**config.mk**
```make
export PLATFORM = sky130hd
export DESIGN_NAME = codec_count_timer_interrupt
export DESIGN_NICKNAME = d
export VERILOG_FILES = /design/src/codec_pkg.sv /design/src/codec_count_timer_interrupt.sv
export VERILOG_INCLUDE_DIRS = /design/src /design/src/src
export SDC_FILE = /design/constraint.sdc
export NUM_CORES = 1
export LEC_CHECK = 0
export BUFFER_PORTS_ARGS = -buffer_cell sky130_fd_sc_hd__buf_2
export CAP_MARGIN = 5
export CORE_ASPECT_RATIO = 1.75
export CORE_MARGIN = 5
export CORE_UTILIZATION = 43
export DETAILED_ROUTE_END_ITERATION = 8
export RECOVER_POWER = 100
export SYNTH_ARGS = -nofsm -noshare
export SYNTH_HDL_FRONTEND = slang
export SYNTH_SLANG_ARGS = --single-unit
export TNS_END_PERCENT = 30
```
**constraint.sdc**
```tcl
create_clock -name clk_i -period 6 [get_ports clk_i]
set_input_delay 1.8 -clock clk_i [delete_from_list [all_inputs] [get_ports clk_i]]
set_output_delay 1.8 -clock clk_i [all_outputs]
set_load 0.1 [all_outputs]
```
**src/codec_defines.svh**
```systemverilog
// register offsets, field positions, reset values and timing counts
`ifndef CODEC_DEFINES_SVH
`define CODEC_DEFINES_SVH

`define ADDR_INDEX      2'h0
`define ADDR_IDATA      2'h1
`define ADDR_STATUS     2'h2
`define ADDR_PIO        2'h3

`define IX_PLAY_FMT     5'h08
`define IX_IFACE_CFG    5'h09
`define IX_PIN_CTRL     5'h0a
`define IX_MODE_ID      5'h0c
`define IX_LOOPBACK     5'h0d
`define IX_PLAY_UPPER   5'h0e
`define IX_PLAY_LOWER   5'h0f
`define IX_ALT_EN1      5'h10
`define IX_TIMER_LOW    5'h14
`define IX_TIMER_HIGH   5'h15
`define IX_ALT_STATUS   5'h18
`define IX_CAP_FMT      5'h1c
`define IX_CAP_UPPER    5'h1e
`define IX_CAP_LOWER    5'h1f

`define BIT_SINGLE_CH   2
`define BIT_IRQ_PIN_EN  1
`define BIT_DAC_ZERO    6
`define BIT_EXT_MODE    6
`define BIT_LOOPBACK_EN 0
`define BIT_TIMER_EN    6
`define BIT_STEREO      4
`define BIT_PLAY_IRQ    4
`define BIT_CAP_IRQ     5
`define BIT_TIMER_IRQ   6
`define BIT_REQ_DISABLE 5
`define BIT_INT         0

`define INDEX_RESET     8'h40
`define CLK_PERIOD_NS   100
`define TIMER_TICK_NS   10000
`define TIMER_TICK_CYC  ((`TIMER_TICK_NS) / (`CLK_PERIOD_NS))

`endif

```
**src/codec_pkg.sv**
```systemverilog
// shared types of the codec control core
package codec_pkg;

    typedef struct packed {
        logic signed [15:0] left;
        logic signed [15:0] right;
    } stereo_sample_t;

    typedef struct packed {
        logic [1:0] addr;
        logic [7:0] data;
    } host_cycle_t;

endpackage : codec_pkg

```
**src/codec_count_timer_interrupt.sv**
```systemverilog
// counters, timer, interrupt, loopback mixing and register port
`timescale 1ns/1ps
`include "codec_defines.svh"

module codec_count_timer_interrupt #(
    parameter int TICK_CYC = `TIMER_TICK_CYC
) (
    input  wire logic                      clk_i,
    input  wire logic                      reset_n_i,
    input  wire logic                      cs_n_i,
    input  wire logic                      rd_n_i,
    input  wire logic                      wr_n_i,
    input  wire logic [1:0]                addr_i,
    input  wire logic [7:0]                data_i,
    output logic      [7:0]                data_o,
    output logic                           data_oe_o,
    output logic                           irq_o,
    input  wire logic                      sample_tick_i,
    input  wire codec_pkg::stereo_sample_t adc_i,
    input  wire codec_pkg::stereo_sample_t play_i,
    input  wire logic                      play_valid_i,
    input  wire logic                      play_xfer_i,
    input  wire logic                      cap_xfer_i,
    output codec_pkg::stereo_sample_t      dac_o,
    output codec_pkg::stereo_sample_t      cap_o,
    output logic                           play_drq_o,
    output logic                           cap_drq_o
);

    if (TICK_CYC < 1 || TICK_CYC > 65535) begin : g_tick_check
        $error("TICK_CYC out of range");
    end

    function automatic logic signed [15:0] sat16(
        input logic signed [16:0] s);
        if (s > 17'sd32767) begin
            sat16 = 16'sh7fff;
        end else if (s < -17'sd32768) begin
            sat16 = 16'sh8000;
        end else begin
            sat16 = s[15:0];
        end
    endfunction : sat16

    function automatic logic signed [15:0] mix(
        input logic signed [15:0] lb,
        input logic signed [15:0] bus);
        mix = sat16(17'(lb) + 17'(bus));
    endfunction : mix

    // ****************************************************************
    // host port synchronisers
    // ****************************************************************
    logic [2:0]             sync1_reg;
    logic [2:0]             sync2_reg;
    logic                   wr_n_d_reg;
    codec_pkg::host_cycle_t cyc1_reg;
    codec_pkg::host_cycle_t cyc2_reg;

    always_ff @(posedge clk_i or negedge reset_n_i) begin
        if (!reset_n_i) begin
            sync1_reg  <= 3'h7;
            sync2_reg  <= 3'h7;
            wr_n_d_reg <= 1'b1;
            cyc1_reg   <= '0;
            cyc2_reg   <= '0;
        end else begin
            sync1_reg  <= {cs_n_i, rd_n_i, wr_n_i};
            sync2_reg  <= sync1_reg;
            wr_n_d_reg <= sync2_reg[0];
            cyc1_reg   <= '{addr: addr_i, data: data_i};
            cyc2_reg   <= cyc1_reg;
        end
    end

    wire       wr_pulse = !sync2_reg[2] && !sync2_reg[0] && wr_n_d_reg;
    wire       rd_act   = !sync2_reg[2] && !sync2_reg[1];
    wire [7:0] wdata    = cyc2_reg.data;

    // ****************************************************************
    // direct and indirect registers
    // ****************************************************************
    logic [7:0]  index_reg;
    logic [7:0]  pio_reg;
    logic [7:0]  ind_mem [32];
    logic [2:0]  flags_reg;
    logic [15:0] play_cnt_reg;
    logic [15:0] cap_cnt_reg;
    logic [15:0] timer_cnt_reg;

    wire ext_mode   = ind_mem[`IX_MODE_ID][`BIT_EXT_MODE];
    wire single_ch  = ind_mem[`IX_IFACE_CFG][`BIT_SINGLE_CH];
    wire pin_en     = ind_mem[`IX_PIN_CTRL][`BIT_IRQ_PIN_EN];
    wire dac_zero   = ind_mem[`IX_PIN_CTRL][`BIT_DAC_ZERO];
    wire lb_en      = ind_mem[`IX_LOOPBACK][`BIT_LOOPBACK_EN];
    wire [3:0] lb_att = ind_mem[`IX_LOOPBACK][5:2];
    wire timer_en   = ind_mem[`IX_ALT_EN1][`BIT_TIMER_EN];
    wire cap_mono   = !ind_mem[`IX_CAP_FMT][`BIT_STEREO];
    wire play_st    = ind_mem[`IX_PLAY_FMT][`BIT_STEREO];
    wire transfer_request_disable = index_reg[`BIT_REQ_DISABLE];
    wire int_status = |flags_reg;
    wire cap_dedic  = ext_mode && !single_ch;

    // legacy mode ignores the upper index bit
    wire [4:0] ix = {ext_mode && index_reg[4], index_reg[3:0]};

    wire wr_index  = wr_pulse && cyc2_reg.addr == `ADDR_INDEX;
    wire wr_idata  = wr_pulse && cyc2_reg.addr == `ADDR_IDATA;
    wire wr_status = wr_pulse && cyc2_reg.addr == `ADDR_STATUS;
    wire wr_pio    = wr_pulse && cyc2_reg.addr == `ADDR_PIO;
    wire wr_flags  = wr_idata && ix == `IX_ALT_STATUS;

    always_ff @(posedge clk_i or negedge reset_n_i) begin
        if (!reset_n_i) begin
            index_reg <= `INDEX_RESET;
            pio_reg   <= 8'h00;
        end else begin
            if (wr_index) begin
                index_reg <= {1'b0, wdata[6:0]};
            end
            if (wr_pio) begin
                pio_reg <= wdata;
            end
        end
    end

    always_ff @(posedge clk_i or negedge reset_n_i) begin
        if (!reset_n_i) begin
            for (int i = 0; i < 32; i++) begin
                ind_mem[i] <= 8'h00;
            end
        end else if (wr_idata) begin
            ind_mem[ix] <= wdata;
        end
    end

    // ****************************************************************
    // DMA sample counters
    // ****************************************************************
    // without the dedicated pair, capture transfers count on playback
    wire play_cnt_en = play_xfer_i || (cap_xfer_i && !cap_dedic);
    wire cap_cnt_en  = cap_xfer_i && cap_dedic;
    wire play_evt    = play_cnt_en && play_cnt_reg == 16'h0000;
    wire cap_evt     = cap_cnt_en && cap_cnt_reg == 16'h0000;
    wire [15:0] play_base = {ind_mem[`IX_PLAY_UPPER],
                             ind_mem[`IX_PLAY_LOWER]};
    wire [15:0] cap_base  = {ind_mem[`IX_CAP_UPPER],
                             ind_mem[`IX_CAP_LOWER]};

    always_ff @(posedge clk_i or negedge reset_n_i) begin
        if (!reset_n_i) begin
            play_cnt_reg <= 16'h0000;
            cap_cnt_reg  <= 16'h0000;
        end else begin
            if (wr_idata && ix == `IX_PLAY_UPPER) begin
                play_cnt_reg <= {wdata, ind_mem[`IX_PLAY_LOWER]};
            end else if (play_evt) begin
                play_cnt_reg <= play_base;
            end else if (play_cnt_en) begin
                play_cnt_reg <= play_cnt_reg - 16'h0001;
            end
            if (wr_idata && ix == `IX_CAP_UPPER) begin
                cap_cnt_reg <= {wdata, ind_mem[`IX_CAP_LOWER]};
            end else if (cap_evt) begin
                cap_cnt_reg <= cap_base;
            end else if (cap_cnt_en) begin
                cap_cnt_reg <= cap_cnt_reg - 16'h0001;
            end
        end
    end

    // ****************************************************************
    // interval timer
    // ****************************************************************
    logic [15:0] tick_div_reg;
    wire         tick = tick_div_reg == 16'(TICK_CYC - 1);
    wire         timer_run = timer_en && tick;
    wire         timer_evt = timer_run && timer_cnt_reg == 16'h0001;
    wire [15:0]  timer_base = {ind_mem[`IX_TIMER_HIGH],
                               ind_mem[`IX_TIMER_LOW]};

    always_ff @(posedge clk_i or negedge reset_n_i) begin
        if (!reset_n_i) begin
            tick_div_reg  <= 16'h0000;
            timer_cnt_reg <= 16'h0000;
        end else begin
            tick_div_reg <= tick ? 16'h0000 : tick_div_reg + 16'h0001;
            if (wr_idata && ix == `IX_TIMER_LOW) begin
                timer_cnt_reg <= {ind_mem[`IX_TIMER_HIGH], wdata};
            end else if (timer_run && timer_cnt_reg == 16'h0000) begin
                timer_cnt_reg <= timer_base;
            end else if (timer_run) begin
                timer_cnt_reg <= timer_cnt_reg - 16'h0001;
            end
        end
    end

    // ****************************************************************
    // interrupt flags and pin
    // ****************************************************************
    logic [2:0] flags_clr;
    logic [2:0] flags_set;
    logic [2:0] flags_next;

    always_comb begin
        flags_clr = 3'h7;
        if (wr_status) begin
            flags_clr = 3'h0;
        end else if (wr_flags) begin
            flags_clr = {wdata[`BIT_TIMER_IRQ], wdata[`BIT_CAP_IRQ],
                         wdata[`BIT_PLAY_IRQ]};
        end
        flags_set  = {timer_evt, cap_evt && !single_ch, play_evt};
        flags_next = (flags_reg & flags_clr) | flags_set;
        flags_next[1] = flags_next[1] && !single_ch;
    end

    always_ff @(posedge clk_i or negedge reset_n_i) begin
        if (!reset_n_i) begin
            flags_reg <= 3'h0;
            irq_o     <= 1'b0;
        end else begin
            flags_reg <= flags_next;
            irq_o     <= (|flags_next) && pin_en;
        end
    end

    // ****************************************************************
    // loopback mixing, overrun and underrun
    // ****************************************************************
    codec_pkg::stereo_sample_t last_play_reg;
    logic                      cap_full_reg;

    wire signed [15:0] lb_l = lb_en ? adc_i.left >>> lb_att : 16'sh0000;
    wire signed [15:0] lb_r_raw = (cap_mono && play_st) ? adc_i.left
                                                        : adc_i.right;
    wire signed [15:0] lb_r = lb_en ? lb_r_raw >>> lb_att : 16'sh0000;
    wire codec_pkg::stereo_sample_t play_src =
        play_valid_i ? play_i
                     : (dac_zero ? '0 : last_play_reg);

    always_ff @(posedge clk_i or negedge reset_n_i) begin
        if (!reset_n_i) begin
            last_play_reg <= '0;
            dac_o         <= '0;
            cap_o         <= '0;
            cap_full_reg  <= 1'b0;
        end else begin
            if (sample_tick_i) begin
                last_play_reg <= play_src;
                dac_o.left    <= mix(lb_l, play_src.left);
                dac_o.right   <= mix(lb_r, play_src.right);
            end
            if (sample_tick_i && !cap_full_reg) begin
                cap_o        <= adc_i;
                cap_full_reg <= 1'b1;
            end else if (cap_xfer_i) begin
                cap_full_reg <= 1'b0;
            end
        end
    end

    // ****************************************************************
    // DMA requests and read port
    // ****************************************************************
    wire drq_gate = !(transfer_request_disable && int_status);
    assign play_drq_o = !play_valid_i && drq_gate;
    assign cap_drq_o  = cap_full_reg && drq_gate;

    wire [7:0] flags_byte = {1'b0, flags_reg[2], flags_reg[1],
                             flags_reg[0], 4'h0};
    wire [7:0] idata_rd = (ix == `IX_ALT_STATUS) ? flags_byte : ind_mem[ix];
    wire [7:0] status_rd = {7'h00, int_status};
    wire [7:0] rd_mux =
        (cyc2_reg.addr == `ADDR_INDEX)  ? index_reg :
        (cyc2_reg.addr == `ADDR_IDATA)  ? idata_rd  :
        (cyc2_reg.addr == `ADDR_STATUS) ? status_rd : pio_reg;

    always_ff @(posedge clk_i or negedge reset_n_i) begin
        if (!reset_n_i) begin
            data_o    <= 8'h00;
            data_oe_o <= 1'b0;
        end else begin
            data_o    <= rd_act ? rd_mux : 8'h00;
            data_oe_o <= rd_act;
        end
    end

endmodule : codec_count_timer_interrupt

```
==> Yosys cells after proc, flatten, opt, wreduce, memory -nomap -nowiden <==
Index checks and enable logic that the tools add are counted.
{ "totals": {"regBits": 472, "inputBits": 83, "out_inout_bits": 76, "elab_cells": 165} }
{ "classes": {"add_sub_neg": 6, "magnitude_cmp": 6, "n_eq_ne": 9, "shifts": 2, "mux": 34, "bitwise_logic": 3, "reduce_logical": 49} }
{ "ops": {"columns": ["cell", "count"], "rows": [
  ["two-way mux 16 bit", 17],
  ["bitwise mux 256 bit", 1],
  ["two-way mux 32 bit", 2],
  ["two-way mux 8 bit", 8],
  ["zero test 16 bit", 3],
  ["subtractor 16 x 1 -> 16 bit (second input constant)", 3],
  ["binary-select mux 8 bit (select 5 bit)", 1],
  ["demux 8 bit (select 5 bit)", 1],
  ["adder 16 x 16 -> 17 bit", 2],
  ["greater-than comparator 17 x 16 -> 1 bit (second input constant)", 2],
  ["less-than comparator 17 x 16 -> 1 bit (second input constant)", 2],
  [">>> shifter 16 x 4 -> 16 bit", 2],
  ["logical AND 1 bit", 29],
  ["adder 16 x 1 -> 16 bit (second input constant)", 1],
  ["equality test 16 x 1 -> 1 bit (second input constant)", 1],
  ["equality test 16 x 7 -> 1 bit (second input constant)", 1],
  ["equality test 5 bit (second input constant)", 3],
  ["zero test 1 bit", 9],
  ["nonzero test 3 bit", 3],
  [">= comparator 6 bit (second input constant)", 1],
  ["less-than comparator 6 x 1 -> 1 bit (second input constant)", 1],
  ["two-way mux 3 bit", 2],
  ["NOT 5 -> 6 bit", 1],
  ["OR reduction 3 bit", 2],
  ["other kinds (9)", 11]
]} }

==> Longest topological paths before layout <==
Gate-level depths: netlist of the first run.
{ "logic_depth": {"depth_word": 12, "depth_mapped": 20, "ltp_nobuf": 16} }

==> Worst setup path before layout of the first run <==
No wires, ideal clock.
{ "synth_timing": {"kind": "in2out", "startpoint": "input play_valid_i", "endpoint": "output play_drq_o", "t_arrival_ns": 3.638, "required_ns": 4.200, "path_slack_ns": 0.562, "path_stages": 3, "n_path_buf": 2, "path_cell_list": "clkbuf_1 -> clkbuf_1 -> a21oi_1"} }
{ "synth_via": {"elab_chain_cells": 2} }
{ "synth_rtl": {"columns": ["element", "line_no", "source"], "rows": [
  ["from (decl)", "codec_count_timer_interrupt.sv:21", "input wire logic play_valid_i,"],
  ["zero test 1 bit", "codec_count_timer_interrupt.sv:267", "assign play_drq_o = !play_valid_i && drq_gate;"],
  ["logical AND 1 bit", "codec_count_timer_interrupt.sv:267", null],
  ["to (decl)", "codec_count_timer_interrupt.sv:26", "output logic play_drq_o,"]
]} }
Every way passes these cells.

==> Worst setup path after layout of the first run <==
{ "layout_timing": {"startpoint": "input adc_i[31] in the netlist's numbering", "endpoint": "register dac_o[1] in the netlist's numbering"} }
{ "layout_via": {"elab_chain_cells": 7, "word_cells_on_any_way": 8, "cone_classes": "add/sub (1); order compare (2); shift (1); mux (4)"} }
{ "layout_rtl": {"columns": ["element", "line_no", "source"], "rows": [
  ["from (decl)", "codec_count_timer_interrupt.sv:19", "input wire codec_pkg::stereo_sample_t adc_i,"],
  ["two-way mux 16 bit *", "codec_count_timer_interrupt.sv:235", "wire signed [15:0] lb_r_raw = (cap_mono && play_st) ? adc_i.left"],
  [">>> shifter 16 x 4 -> 16 bit *", "codec_count_timer_interrupt.sv:237", "wire signed [15:0] lb_r = lb_en ? lb_r_raw >>> lb_att : 16'sh0000;"],
  ["two-way mux 16 bit *", "codec_count_timer_interrupt.sv:237", null],
  ["adder 16 x 16 -> 17 bit *", "codec_count_timer_interrupt.sv:48", "mix = sat16(17'(lb) + 17'(bus));"],
  ["less-than comparator 17 x 16 -> 1 bit", "codec_count_timer_interrupt.sv:38", "end else if (s < -17'sd32768) begin"],
  ["two-way mux 16 bit", "codec_count_timer_interrupt.sv:38", null],
  ["two-way mux 16 bit *", "codec_count_timer_interrupt.sv:36", "if (s > 17'sd32767) begin"],
  ["to (decl)", "codec_count_timer_interrupt.sv:24", "output codec_pkg::stereo_sample_t dac_o,"]
]} }
Mark *: on every way between the ends. The rest lies on a longest branch, timed or not.
A chain may end at the register's enable or synchronous reset.

==> impl_metrics.ini, run 1 <==
[critical_path]
critical-path-max-stage-delay_ns = 0.56
cp-startpoint = adc_i[31]
cp_max_fo = 18
r2r_end = dac_o[1]
timing.rr.start = ind_mem[188]
reg2reg_depth = 16
path_class = input port to flip-flop
reg2reg_slack_ns = 0.87
crit_buf_inv = 3
arrival_ns = 5.82
crit_family = compound AO/OA/AOI/OAI gates
crit_path_start_kind = input port
cp_slowest_cell = clkbuf_1
cp.required_ns = 6.45
crit_path_end_kind = flip-flop
crit_chain = buf_2, mux2i_1, clkbuf_1, mux2i_1, mux2i_1, mux4_2, nor2_1, ha_1, a21oi_1, o22ai_1, o2111ai_1, or2_2, a21oi_1, clkbuf_1, a21oi_1, o32ai_1

[sta]
tns_ns = 0
slew_violations = 141
period_minus_slack_ns = 5.37
finClkSkew_ns = 0.0329
timing.hold.ws_ns = 0.348
slew-limit-headroom = -1.60
tightest_slew_ns = 3.91
setup_viol = 0
fmax_ghz = 0.186
period_share = 0.895
hold_viol = 0
rsz0062_at_grt = false

[final_layout]
finalNetCount = 2366
multi_input_area_sq_um = 11900
final_common_cell = dfrtp_1
regArea_sq_um = 11800
most-common-layout-cells = dfrtp_1 (458), mux2_2 (318), nand2_1 (210)
fin_util = 0.486
area.growth.synth_to_final_pct = 12.0
fill_cells = 5112
largest_reg_flops = 237
drive_gt1_frac = 0.258
top_register = ind_mem

[floorplan]
fp.dieW_microns = 190
rows = 115
ioPinCount = 159
fp.dieArea_sq_um = 61800
core_sq_um = 56300
start_util = 0.434
die_y_microns = 325

[synthesis]
async_reset_ff_frac = 1.00
synth.distinct_cells = 76
syn_inst = 2135
syn_avg_cell_area_sq_um = 11.4
synth_largest_area_cell = dfrtp_1
synth.cell_area_sq_um = 24400
synth-seq-cells = 471
synthTopCellsByArea = dfrtp_1 (47%), mux2_2 (15%), mux4_2 (6.6%)
synth_flop_cell = dfrtp_1
synth_top_area_share = 0.474
syn_nets = 2257
ys_warn_count = 0
synth-edff-count = 0
seq_area_frac_synth = 0.483

[placed_design]
port-buffer-count = 158
place.gp.congestion = 0.922
dp.final_hpwl_microns = 50800

[worst_hold_path]
min_to = wdata[0]
hp-start = cyc1_reg[0]
worstHoldPathType = flip-flop to flip-flop
min_path_cells = 0

[route]
dr.first_iter.drc_count = 957
routed_wl_microns = 70000
drc = 0
vias = 17700
drtAntennaViolNets = 0
drt_first_pass_iters = 7
vias_per_cell = 5.83
wl_per_cell_microns = 23.0

[clock_network]
cts_buffers = 46
cts_sinks = 471
cts_setup_buffers = 0
cts_tree = built
cts-resized-gates = 0
cts_buffer_depth = 3
cts.clk_slew.worst_paths_ns = 0.06
cts_hold_buffers = 0
cts_root_buffer = clkbuf_16
clkLatencyLatePin_ns = 0.59
h-tree-depth = 2

[global_routing]
grt_start_max_net_pins = 128
antenna_found_initial = 1
grt_overflow = 0
grt.total_usage = 0.223
grt_pass1_wl_microns = 108000
grt_pass1_vias = 18400

[job]
cap_viol_max_count = 3

[pwr]
power_density_nw_per_um2 = 315
p_leak_nw = 12.6
irDropWorstVdd_uv = 297

[run_status]
outcome = finished, violations left
violations = max-capacitance violations, max-slew violations
-- how the worst max path moves through the flow --
| stage | cells past startpoint | end | slack, ns |
|---|---|---|---|
| finish | 16 | dac_o[1] | 0.63 |
| global route | 1 | last_play_reg[19] | 0.38 |
| CTS | 15 | dac_o[25] | 1.02 |
| detailed placement | 15 | dac_o[25] | 0.42 |
| global placement | 15 | dac_o[30] | 0.44 |
| floorplan | 3 | play_drq_o | 0.56 |
-- worst reg2reg max path, cell delays in order, from the launching register on --
cell and delay [ns]:
dfrtp_1 0.41, nand2b_1 0.63, mux2i_1 0.27, clkbuf_1 0.41
mux2i_1 0.15, mux2i_1 0.27, mux4_2 0.28, nor2_1 0.04
ha_1 0.39, a21oi_1 0.12, o22ai_1 0.28, o2111ai_1 0.26
or2_2 0.34, a21oi_1 0.15, clkbuf_1 0.56, a21oi_1 0.15
o32ai_1 0.30
-- through the flow --
| stage | power (mW) | setup slack [ns] | area [sq um] | instances |
|---|---|---|---|---|
| after floorplan | 5.21 | 0.562 | 24400 | 2135 |
| after global placement | 5.73 | 0.436 | 26000 | 2956 |
| after detailed placement | 5.78 | 0.417 | 26000 | 2956 |
| after CTS | 8.74 | 1.02 | 27500 | 3040 |
| after global routing | 8.97 | 0.375 | 27300 | 3040 |
| final | 8.62 | 0.633 | 27300 | 3041 |
-- power by group --
group          internal, mW  switching [mW]
clock                  1.67            1.26
combinational         0.586            1.40
sequential             3.45           0.250
total                  5.71            2.91
-- synth_stat cells (5+ instances only) --
library cell,count
a22oi_1,17
o2bb2ai_1,14
o211ai_1,13
mux2_2,322
nand4_1,6
buf_1,13
buf_2,16
or4_1,8
nor3_1,38
nand3_1,22
ha_1,37
nand2_1,208
o22ai_1,12
or3_1,11
inv_1,28
a22o_1,34
and3_1,18
xor2_1,15
mux4_2,72
o31ai_1,19
mux2i_1,64
a41oi_1,5
dfrtp_1,463
nor4_1,12
nand2b_1,12
a21oi_1,100
xnor2_1,23
a31oi_1,44
a211oi_1,13
o22a_1,6
clkbuf_1,98
a21o_1,8
dfstp_2,8
nor2_1,157
and2_1,16
o21a_1,5
o21ai_0,80
nor3b_1,9
nor2b_1,14
-- kinds of logic after synthesis --
kind of cell | count (synthesis) | synth area share
AND/OR/NAND/NOR | 557 | 0.106
flip-flops | 471 | 0.483
multiplexers | 458 | 0.241
AO/OA/AOI/OAI | 409 | 0.109
buffers and inverters | 163 | 0.0270
adder cells (fa/ha/maj) | 39 | 0.0206
XOR/XNOR | 38 | 0.0136
-- cell type report --
cell class | count | area share
Timing Repair Buffer | 193 | 0.0365
Clock inverter | 19 | 0.00750
Antenna cell | 1 | 0.0000915
Sequential cell | 471 | 0.432
Inverter | 31 | 0.00426
Tap cell | 760 | 0.0348
Multi-Input combinational cell | 1501 | 0.437
Clock buffer | 65 | 0.0484
-- layer usage --
metal,GRT usage,vias up,part of all wire
met5,0,-,0
met3,0.0293,185,0.040
li1,-,8083,-
met4,0.118,0,0.061
met2,0.411,485,0.54
met1,0.245,8971,0.36
(Power assumes the default switching activity.)
==> inputs of run 2 (changes only) <==
--- a/config.mk
+++ b/config.mk
@@ -9,9 +9,10 @@
 export BUFFER_PORTS_ARGS = -buffer_cell sky130_fd_sc_hd__buf_2
 export CAP_MARGIN = 5
 export CORE_ASPECT_RATIO = 1.75
-export CORE_MARGIN = 5
-export CORE_UTILIZATION = 43
+export CORE_UTILIZATION = 50
 export DETAILED_ROUTE_END_ITERATION = 8
+export MAX_ROUTING_LAYER = met4
+export PLACE_DENSITY = 0.68
 export RECOVER_POWER = 100
 export SYNTH_ARGS = -nofsm -noshare
 export SYNTH_HDL_FRONTEND = slang
==> run 2 against run 1 <==
The run still ends with max-capacitance violations, max-slew violations left; final area decreased by 0.51%; clock power rose by 2%; wire length shrank 3.8%; critical endpoint is now dac_o[25]; highest routed layer unchanged.
==> impl_metrics.ini, run 2 (synthesis results as in run 1) <==
[run_status]
outcome = finished, violations left
violations = max-capacitance violations, max-slew violations

[floorplan]
start_util = 0.509
ioPinCount = 159
die_y_microns = 294
fp.dieArea_sq_um = 49800
fp.dieW_microns = 169
rows = 106
core_sq_um = 48000

[global_routing]
grt_pass1_wl_microns = 105000
grt_pass1_vias = 18400
grt.total_usage = 0.284
grt_overflow = 0
grt_start_max_net_pins = 121
antenna_found_initial = 0

[sta]
timing.hold.ws_ns = 0.346
tightest_slew_ns = 2.75
slew_violations = 213
period_share = 0.880
finClkSkew_ns = 0.0235
rsz0062_at_grt = false
layout_setup_ws_ns = 0.723
setup_viol = 0
period_minus_slack_ns = 5.28
hold_viol = 0
slew-limit-headroom = -0.833
tns_ns = 0
fmax_ghz = 0.189

[final_layout]
fill_cells = 4157
regArea_sq_um = 11800
finalNetCount = 2367
antennaDiodeCount = 0
largest_reg_flops = 237
area.growth.synth_to_final_pct = 11.4
final_common_cell = dfrtp_1
multi_input_area_sq_um = 11900
most-common-layout-cells = dfrtp_1 (459), mux2_2 (318), nand2_1 (210)
drive_gt1_frac = 0.260
top_register = ind_mem

[route]
drc = 0
drtAntennaViolNets = 0
dr.first_iter.drc_count = 1221
vias_per_cell = 6.10
routed_wl_microns = 67300
vias = 17900
drt_first_pass_iters = 5
wl_per_cell_microns = 23.0

[critical_path]
critical-path-max-stage-delay_ns = 0.58
reg2reg_depth = 4
crit_family = compound AO/OA/AOI/OAI gates
crit_path_start_kind = input port
crit_path_end_kind = flip-flop
cp_max_fo = 15
cp.required_ns = 6.31
cp_slowest_cell = mux4_2
cpMostUsedCell = clkbuf_1
cp_num_cells = 14
crit_buf_inv = 2
path_class = input port to flip-flop
arrival_ns = 5.59
crit_chain = clkbuf_1, mux4_2, and2_0, o311a_1, ha_1, fa_1, a211oi_1, nor3_1, o31a_1, o21ai_0, a41oi_1, clkbuf_1, a31oi_1, a221oi_1

[clock_network]
h-tree-depth = 2
cts.clk_slew.worst_paths_ns = 0.06
cts_setup_buffers = 0
cts_buffers = 45
cts-resized-gates = 0
cts_hold_buffers = 0
cts_tree = built
cts_buffer_depth = 3
cts_root_buffer = clkbuf_16
cts_sinks = 471
clkLatencyLatePin_ns = 0.58

[pwr]
p_leak_nw = 12.6
combPwrFrac = 0.227
irDropWorstVdd_uv = 198
power_density_nw_per_um2 = 319
clkPwrFrac = 0.346
p_sw_frac = 0.333
sequentialPowerShare = 0.427
intPower_mw = 5.79
p_switching_mw = 2.89

[placed_design]
dp.final_hpwl_microns = 48000
place.gp.congestion = 0.918
preCtsSetupSlack_ns = 0.521
port-buffer-count = 158

[job]
cap_viol_max_count = 4

[worst_hold_path]
min_path_cells = 0
worstHoldPathType = flip-flop to flip-flop
[run 2: area by class of cell]
type	instances	share of cell area
clock buffers	66	0.0487
clock inverters	17	0.00869
inverters	31	0.00428
multi-input cells	1501	0.439
flip-flops and latches	471	0.434
well taps	648	0.0298
repair buffers	195	0.0355
[run 2: routing by layer]
metal	vias up	GRT usage	wire length, microns	share of wire
li1	8087	-	-	-
met1	9063	0.294	23900	0.36
met2	538	0.515	36300	0.54
met3	192	0.0261	2510	0.037
met4	0	0.176	4550	0.068
met5	-	-	0	0
[run 2: path summary, 6_finish.rpt]
check,endpoint,slack [ns],from
max,dac_o[25],0.72,adc_i[31]
min,wdata[4],0.35,cyc1_reg[4]
max reg2reg,ind_mem[166],0.98,index_reg[0]
min reg2reg,wdata[4],0.35,cyc1_reg[4]
max in group asynchronous,wdata[3],1.24,reset_n_i
min in group asynchronous,dac_o[23],2.08,reset_n_i
[run 2: power groups by stage]
stage,Clock (mW),Combinational (mW),Sequential [mW]
floorplan,0,0.930,4.28
global placement,0,1.96,3.73
detailed placement,0,1.99,3.75
CTS,3.06,2.00,3.70
global route,3.18,2.09,3.73
finish,3.00,1.97,3.70
[run 2: through the flow]
stage,total power [mW],instances,cell area (sq um),util
global placement,5.70,2846,25800,0.538
finish,8.67,2929,27200,0.567
detailed placement,5.74,2846,25800,0.538
global route,9.00,2929,27200,0.567
floorplan,5.21,2135,24400,-
CTS,8.75,2929,27400,0.570
[run 2: worst register-to-register path, cell delays in order (launching register included)]
cell     delay, ns
dfrtp_1       1.95
buf_4         0.64
nand3_1       0.58
nor3_1        1.29
mux2_2        0.43
